**src/core/strap_decoder_regs.svh**
```systemverilog
/*
 * Constants for the drive role strap decoder.
 * Assumes inclusion by bare name from core/.
 */
`ifndef STRAP_DECODER_REGS_SVH
`define STRAP_DECODER_REGS_SVH

// Register byte offsets
`define ROLE_STATUS_OFFS   12'h000
`define ROLE_CTRL_OFFS     12'h004
// Status fields
`define ST_MASTER_BIT      0
`define ST_SLV_PRES_BIT    1
`define ST_CSEL_BIT        2
`define ST_DSEL_BIT        3
`define ST_PARK_BIT        4
`define ST_CABLE_BIT       5
// Control fields
`define CTRL_RESAMPLE_BIT  0
// Reset values
`define CTRL_RESET         32'h0000_0000
// AXI responses
`define RESP_OKAY          2'b00
`define RESP_SLVERR        2'b10

`endif

```
**src/core/strap_decoder_pkg.sv**
```systemverilog
/*
 * Types for the drive role strap decoder.
 * Assumes no other package.
 */
package strap_decoder_pkg;
    // Decoded drive role
    typedef enum logic [1:0] {
        ROLE_SLAVE      = 2'b00,
        ROLE_MASTER     = 2'b01,
        ROLE_MASTER_SP  = 2'b10
    } role_t;
endpackage

```
**src/core/drive_role_strap_decoder.sv**
```systemverilog
/*
 * Drive role strap decoder with AXI4-Lite status access.
 * Assumes straps and cable level are synchronous to aclk and steady
 * around reset release.
 */
// Implementation choices: the address map and the AXI4-Lite register port.
`include "strap_decoder_regs.svh"

// What this block does
// - Cable select alone takes role from cable level
// - Cable low gives master role
// - Cable high or open gives slave
// - Drive-select jumper alone gives master, drive zero
// - No jumpers gives slave, drive one
// - Both jumpers: master with slave present
// - Parking jumper never affects role
// - Bias parking pins to sense jumper
// - Drive-select role independent of cable position
module drive_role_strap_decoder
    import strap_decoder_pkg::*;
(
    // Clock and reset
    input  wire logic        aclk,
    input  wire logic        aresetn,
    // Strap inputs, high means jumper fitted
    input  wire logic        cable_select_strap,
    input  wire logic        drive_select_strap,
    input  wire logic        parking_strap,
    // Cable-select line level, low means grounded
    input  wire logic        cable_select_level,
    // Parking pin bias drive
    output logic             park_bias_en,
    // Decoded role
    output logic             is_master,
    output logic             slave_present_strap,
    // AXI4-Lite write address
    input  wire logic [11:0] s_axi_awaddr,
    input  wire logic        s_axi_awvalid,
    output logic             s_axi_awready,
    // AXI4-Lite write data
    input  wire logic [31:0] s_axi_wdata,
    input  wire logic [3:0]  s_axi_wstrb,
    input  wire logic        s_axi_wvalid,
    output logic             s_axi_wready,
    // AXI4-Lite write response
    output logic [1:0]       s_axi_bresp,
    output logic             s_axi_bvalid,
    input  wire logic        s_axi_bready,
    // AXI4-Lite read address
    input  wire logic [11:0] s_axi_araddr,
    input  wire logic        s_axi_arvalid,
    output logic             s_axi_arready,
    // AXI4-Lite read data
    output logic [31:0]      s_axi_rdata,
    output logic [1:0]       s_axi_rresp,
    output logic             s_axi_rvalid,
    input  wire logic        s_axi_rready
);

    // Whole module state
    typedef struct packed {
        logic        sample_pend;   // Latch straps on next edge
        role_t       role;          // Held decoded role
        logic [3:0]  straps;        // Captured jumper and cable levels
        logic        aw_got;        // Write address held
        logic [11:0] aw_addr;
        logic        w_got;         // Write data held
        logic [31:0] w_data;
        logic [3:0]  w_strb;
        logic        bvalid;
        logic [1:0]  bresp;
        logic        rvalid;
        logic [1:0]  rresp;
        logic [31:0] rdata;
    } state_t;

    state_t st_r;   // Registered state
    state_t st_nxt; // Next state

    // Role decode; parking deliberately unused, cable level used only with cable select alone
    function automatic role_t decode_role(input logic cs, input logic ds, input logic lvl);
        role_t r;
        r = ROLE_SLAVE;
        if (cs && ds)
            r = ROLE_MASTER_SP;
        else if (cs)
            r = lvl ? ROLE_SLAVE : ROLE_MASTER;
        else if (ds)
            r = ROLE_MASTER;
        else
            r = ROLE_SLAVE;
        return r;
    endfunction

    // Status word from current state
    function automatic logic [31:0] status_word(input state_t s);
        logic [31:0] w;
        w = 32'h0000_0000;
        w[`ST_MASTER_BIT]   = (s.role != ROLE_SLAVE);
        w[`ST_SLV_PRES_BIT] = (s.role == ROLE_MASTER_SP);
        w[`ST_CSEL_BIT]     = s.straps[3];
        w[`ST_DSEL_BIT]     = s.straps[2];
        w[`ST_PARK_BIT]     = s.straps[1];
        w[`ST_CABLE_BIT]    = s.straps[0];
        return w;
    endfunction

    // Word-index match of a bus address against a register offset
    function automatic logic addr_hits(input logic [11:0] addr, input logic [11:0] offs);
        return addr[11:2] == offs[11:2]; // Byte lanes ignored, one word per register
    endfunction

    logic do_write; // Both halves of a write present
    logic do_read;  // Read address accepted

    // Next-state logic
    always_comb begin
        st_nxt = st_r;
        do_write = st_r.aw_got && st_r.w_got && !st_r.bvalid;
        do_read  = s_axi_arvalid && !st_r.rvalid;
        // Capture straps once after reset release or on software request
        if (st_r.sample_pend) begin
            st_nxt.sample_pend = 1'b0;
            st_nxt.straps = {cable_select_strap, drive_select_strap, parking_strap, cable_select_level};
            st_nxt.role = decode_role(cable_select_strap, drive_select_strap, cable_select_level);
        end
        // Accept address and data independently
        if (s_axi_awvalid && !st_r.aw_got) begin
            st_nxt.aw_got = 1'b1;
            st_nxt.aw_addr = s_axi_awaddr;
        end
        if (s_axi_wvalid && !st_r.w_got) begin
            st_nxt.w_got = 1'b1;
            st_nxt.w_data = s_axi_wdata;
            st_nxt.w_strb = s_axi_wstrb;
        end
        // Perform write and answer
        if (do_write) begin
            st_nxt.aw_got = 1'b0;
            st_nxt.w_got = 1'b0;
            st_nxt.bvalid = 1'b1;
            if (addr_hits(st_r.aw_addr, `ROLE_CTRL_OFFS)) begin
                st_nxt.bresp = `RESP_OKAY;
                // Resample request; role otherwise stays put
                if (st_r.w_strb[0] && st_r.w_data[`CTRL_RESAMPLE_BIT])
                    st_nxt.sample_pend = 1'b1;
            end else if (addr_hits(st_r.aw_addr, `ROLE_STATUS_OFFS)) begin
                st_nxt.bresp = `RESP_OKAY; // Read-only, write ignored
            end else begin
                st_nxt.bresp = `RESP_SLVERR;
            end
        end
        if (st_r.bvalid && s_axi_bready)
            st_nxt.bvalid = 1'b0;
        // Reads answer one cycle after address acceptance
        if (do_read) begin
            st_nxt.rvalid = 1'b1;
            st_nxt.rresp = `RESP_OKAY;
            if (addr_hits(s_axi_araddr, `ROLE_STATUS_OFFS))
                st_nxt.rdata = status_word(st_r);
            else if (addr_hits(s_axi_araddr, `ROLE_CTRL_OFFS))
                st_nxt.rdata = `CTRL_RESET;
            else begin
                st_nxt.rdata = 32'h0000_0000;
                st_nxt.rresp = `RESP_SLVERR;
            end
        end else if (st_r.rvalid && s_axi_rready) begin
            st_nxt.rvalid = 1'b0;
        end
    end

    // State register; reset arms the strap capture
    always_ff @(posedge aclk) begin
        if (!aresetn) begin
            st_r <= '0;
            st_r.sample_pend <= 1'b1;
            st_r.role <= ROLE_SLAVE;
        end else begin
            st_r <= st_nxt;
        end
    end

    // Outputs
    assign park_bias_en        = 1'b1;
    assign is_master           = (st_r.role != ROLE_SLAVE);
    assign slave_present_strap = (st_r.role == ROLE_MASTER_SP);
    assign s_axi_awready       = !st_r.aw_got;
    assign s_axi_wready        = !st_r.w_got;
    assign s_axi_bvalid        = st_r.bvalid;
    assign s_axi_bresp         = st_r.bresp;
    assign s_axi_arready       = !st_r.rvalid;
    assign s_axi_rvalid        = st_r.rvalid;
    assign s_axi_rresp         = st_r.rresp;
    assign s_axi_rdata         = st_r.rdata;

    // Cable select with grounded level yields master
    cs_master_a: assert property (@(posedge aclk) disable iff (!aresetn)
        st_r.sample_pend && cable_select_strap && !drive_select_strap && !cable_select_level
        |=> is_master && !slave_present_strap)
        else $error("cable low did not give master");
    // Cable select with high level yields slave
    cs_slave_a: assert property (@(posedge aclk) disable iff (!aresetn)
        st_r.sample_pend && cable_select_strap && !drive_select_strap && cable_select_level
        |=> !is_master)
        else $error("cable high did not give slave");
    // Cable select without drive select takes role from cable level
    cs_source_a: assert property (@(posedge aclk) disable iff (!aresetn)
        st_r.sample_pend && cable_select_strap && !drive_select_strap
        |=> is_master == !$past(cable_select_level))
        else $error("cable select role not from cable");
    // Drive select alone yields master
    ds_master_a: assert property (@(posedge aclk) disable iff (!aresetn)
        st_r.sample_pend && !cable_select_strap && drive_select_strap
        |=> is_master && !slave_present_strap)
        else $error("drive select did not give master");
    // Drive select role ignores cable level
    ds_position_a: assert property (@(posedge aclk) disable iff (!aresetn)
        st_r.sample_pend && !cable_select_strap && drive_select_strap && cable_select_level
        |=> is_master)
        else $error("drive select role follows cable");
    // No jumpers yields slave
    no_jumper_a: assert property (@(posedge aclk) disable iff (!aresetn)
        st_r.sample_pend && !cable_select_strap && !drive_select_strap
        |=> !is_master)
        else $error("no jumpers did not give slave");
    // Both jumpers yields master with slave present
    both_jumper_a: assert property (@(posedge aclk) disable iff (!aresetn)
        st_r.sample_pend && cable_select_strap && drive_select_strap
        |=> is_master && slave_present_strap)
        else $error("both jumpers not master with slave");
    // Role stays put between captures
    role_hold_a: assert property (@(posedge aclk) disable iff (!aresetn)
        !st_r.sample_pend |=> $stable(st_r.role))
        else $error("role changed without capture");
    // Parking bias always on
    park_bias_a: assert property (@(posedge aclk) disable iff (!aresetn)
        park_bias_en)
        else $error("parking bias off");

endmodule

```
**config.mk**
```make
export PLATFORM = sky130hd
export DESIGN_NAME = drive_role_strap_decoder
export DESIGN_NICKNAME = d
export VERILOG_FILES = /design/src/core/strap_decoder_pkg.sv /design/src/core/drive_role_strap_decoder.sv
export VERILOG_INCLUDE_DIRS = /design/src /design/src/core
export SDC_FILE = /design/constraint.sdc
export NUM_CORES = 1
export LEC_CHECK = 0
export ABC_AREA = 1
export BUFFER_PORTS_ARGS = -buffer_cell sky130_fd_sc_hd__buf_4
export CAP_MARGIN = 25
export CORE_MARGIN = 4
export CORE_UTILIZATION = 42
export DETAILED_ROUTE_END_ITERATION = 10
export PLACE_DENSITY = 0.9
export SYNTH_ARGS = -nofsm -noshare
export SYNTH_HDL_FRONTEND = slang
export SYNTH_SLANG_ARGS = --single-unit
```
**constraint.sdc**
```tcl
create_clock -name aclk -period 1.7 [get_ports aclk]
set_input_delay 0.17 -clock aclk [delete_from_list [all_inputs] [get_ports aclk]]
set_output_delay 0.17 -clock aclk [all_outputs]
set_load 0.005 [all_outputs]
```
==> flow_metrics.py <==
metrics = {
    "finish": {
        "area_growth_pct": 18.8,
        "antenna_cells": 0,
        "drive_above_1_share_pct": 28.3,
        "final_cell_mix": "buf_4, nor2_1, dfxtp_1, conb_1",
        "final_net_count": 307,
        "mostFrequentLayoutCell": "buf_4",
    },
    "global_routing": {
        "antenna_found_initial": 0,
        "first_global_vias": 1054,
        "gr-total-overflow": 0,
        "grt_max_degree": 26,
        "grt_use_total_pct": 13.7,
        "grt_pass1_wl_um": 4660,
    },
    "timing": {
        "fin_ws_ns": 0.438,
        "setup-tns-final_ns": 0,
        "setup_viol": 0,
        "rsz0062_at_grt": "no",
        "worst_pin_slew_ns": 0.518,
        "fmax_mhz": 792,
        "hold_violations": 0,
        "fin_crit_ns": 1.26,
        "clock_skew_ns": 0.00587,
        "slew-limit-headroom_pct": 65.4,
        "period_share_pct": 74.2,
        "slew_violations": 0,
    },
    "floorplanning": {
        "rows": 21,
        "start_util_pct": 44.4,
        "io_pins": 115,
        "die_area_sq_mm": 0.00461,
        "core-area_sq_mm": 0.00339,
        "die_x_um": 67.9,
        "die_h_um": 67.9,
    },
    "worst_setup_path": {
        "path_cells": "or2_2 -> buf_4",
        "crit_arrival_ns": 1.09,
        "start_kind": "register",
        "critPathKind": "reg2out",
        "cpMaxStageDelayCell": "dfxtp_1",
        "crit_family": "flip-flops",
        "critPathBufInv": 1,
        "worstPathMaxFanout": 3,
        "critical_path.endpoint_type": "output pin",
        "critPathMaxStageDelay_ns": 0.33,
        "cp.required_ns": 1.53,
    },
    "cts": {
        "cts_resized": 0,
        "htreeDepth": 2,
        "holdBufCountCts": 0,
        "cts_tree": "done",
        "insertion_delay_ns": 0.32,
        "clock_sinks": 31,
        "clkSlewWorstSetupHoldPaths_ns": 0.09,
        "cts_setup_buffers": 0,
        "clockBufferDepth": 2,
        "numCtsBuffers": 5,
        "clockRootBuffer": "clkbuf_4",
    },
    "placed_design": {
        "pre_cts_ws_ns": 0.571,
        "numPortBuffers": 47,
        "hpwl_um": 2330,
        "place_congestion": 0.748,
    },
    "yosys": {
        "synthesis.area_sq_mm": 0.00151,
        "synth_warnings": 0,
        "postSynthAreaPerCell_sq_um": 7.64,
        "synth_seq_cells": 31,
        "synth_area_leaders": "dfxtp_1, buf_4, nor2_1",
        "postSynthCellCount": 197,
        "yosys.area.top_type": "dfxtp_1",
        "synth_top_area_share_pct": 41.2,
        "yosysSeqAreaShare_pct": 41.2,
        "ys_types": 23,
    },
    "route": {
        "detail_route.first_pass.iterations": 4,
        "via_per_inst": 4.35,
        "drt_wl_total_um": 2980,
        "ant_nets": 0,
        "num_vias": 1232,
        "drtIter0Drc": 29,
        "drc_errors": 0,
        "post_drt_wl_per_cell_um": 10.5,
    },
    "outcome": {
        "outcome": "completed",
    },
    "min_path": {
        "hold_class": "in2reg",
    },
    "power": {
        "p_leak_nw": 0.856,
        "power.total_mw": 1.66,
        "peakVddDrop_mv": 0.516,
        "power_density_mw_per_mm2": 930,
    },
    "run": {
        "cap_violations": 0,
    },
}
-- synthesized netlist by cell type --
cell type	number
buf_4	37
nor2_1	32
dfxtp_1	31
a21oi_1	16
nand2_1	16
o21ai_1	14
inv_1	10
nand3_1	10
o21ai_0	7
inv_2	4
buf_2	3
nor2_2	3
a21oi_2	2
buf_6	2
conb_1	2
a211oi_1	1
nand2_2	1
nor2_4	1
nor3_1	1
o21a_1	1
o21bai_1	1
or2_1	1
or2_2	1
-- per-stage QoR --
step | std cells | hold slack [ns] | instance area (sq um) | util, %
2_1_floorplan | 224 | 0.305 | 1610 | -
5_1_grt | 283 | 0.0687 | 1790 | 52.8
3_3_place_gp | 275 | 0.402 | 1700 | 50.2
4_1_cts | 283 | 0.0656 | 1790 | 52.8
6_report | 283 | 0.0768 | 1790 | 52.8
3_5_place_dp | 275 | 0.409 | 1700 | 50.2
-- cell families after synthesis --
family | count (synthesis) | share of synthesized area [%]
other cells | 2 | 0.499
buf+inv | 56 | 24.4
simple gates | 66 | 18.9
flops | 31 | 41.2
compound gates | 42 | 15.0
-- worst reg2reg max path, delay by kind of cell (launching register included) --
family           cells  cell delay (ns)
AO/OA/AOI/OAI        2             0.31
flip-flops           1             0.35
AND/OR/NAND/NOR      1             0.44
-- layer usage --
layer  GRT usage, %  routed length, um  vias up
met5              0                  0        -
met4           5.96                 32        0
met3           5.25                250        5
met2           23.2               1500       42
met1           15.4               1200      541
li1               -                  -      644
-- report_power, final --
group / total (mW) / internal, mW / switching (mW)
sequential: 0.812 / 0.781 / 0.0309
clock: 0.596 / 0.347 / 0.248
combinational: 0.256 / 0.125 / 0.131
-- final cells by class --
type / instances / area (sq um)
Clock inverter: 2 / 35.0
Tap cell: 46 / 57.6
Clock buffer: 6 / 51.3
Inverter: 14 / 52.6
Fill cell: 350 / 1600
Timing Repair Buffer: 47 / 353
Multi-Input combinational cell: 137 / 618
Sequential cell: 31 / 621
-- state kept, by name, indices dropped and copies added (netlist names) --
register / cells
st_r: 21
s_axi_rdata: 6
s_axi_bresp: 1
s_axi_bvalid: 1
s_axi_rresp: 1
s_axi_rvalid: 1
-- path summary, 6_finish.rpt --
check | from | to | slack [ns] | cells past startpoint
max | st_r[92] | is_master | 0.44 | 2
min | s_axi_wdata[0] | st_r[42] | 0.08 | 3
max reg2reg | s_axi_rvalid | s_axi_rdata[4] | 0.55 | 3
min reg2reg | st_r[86] | st_r[86] | 0.46 | 2
No activity file was read; power rests on OpenSTA's default activity.
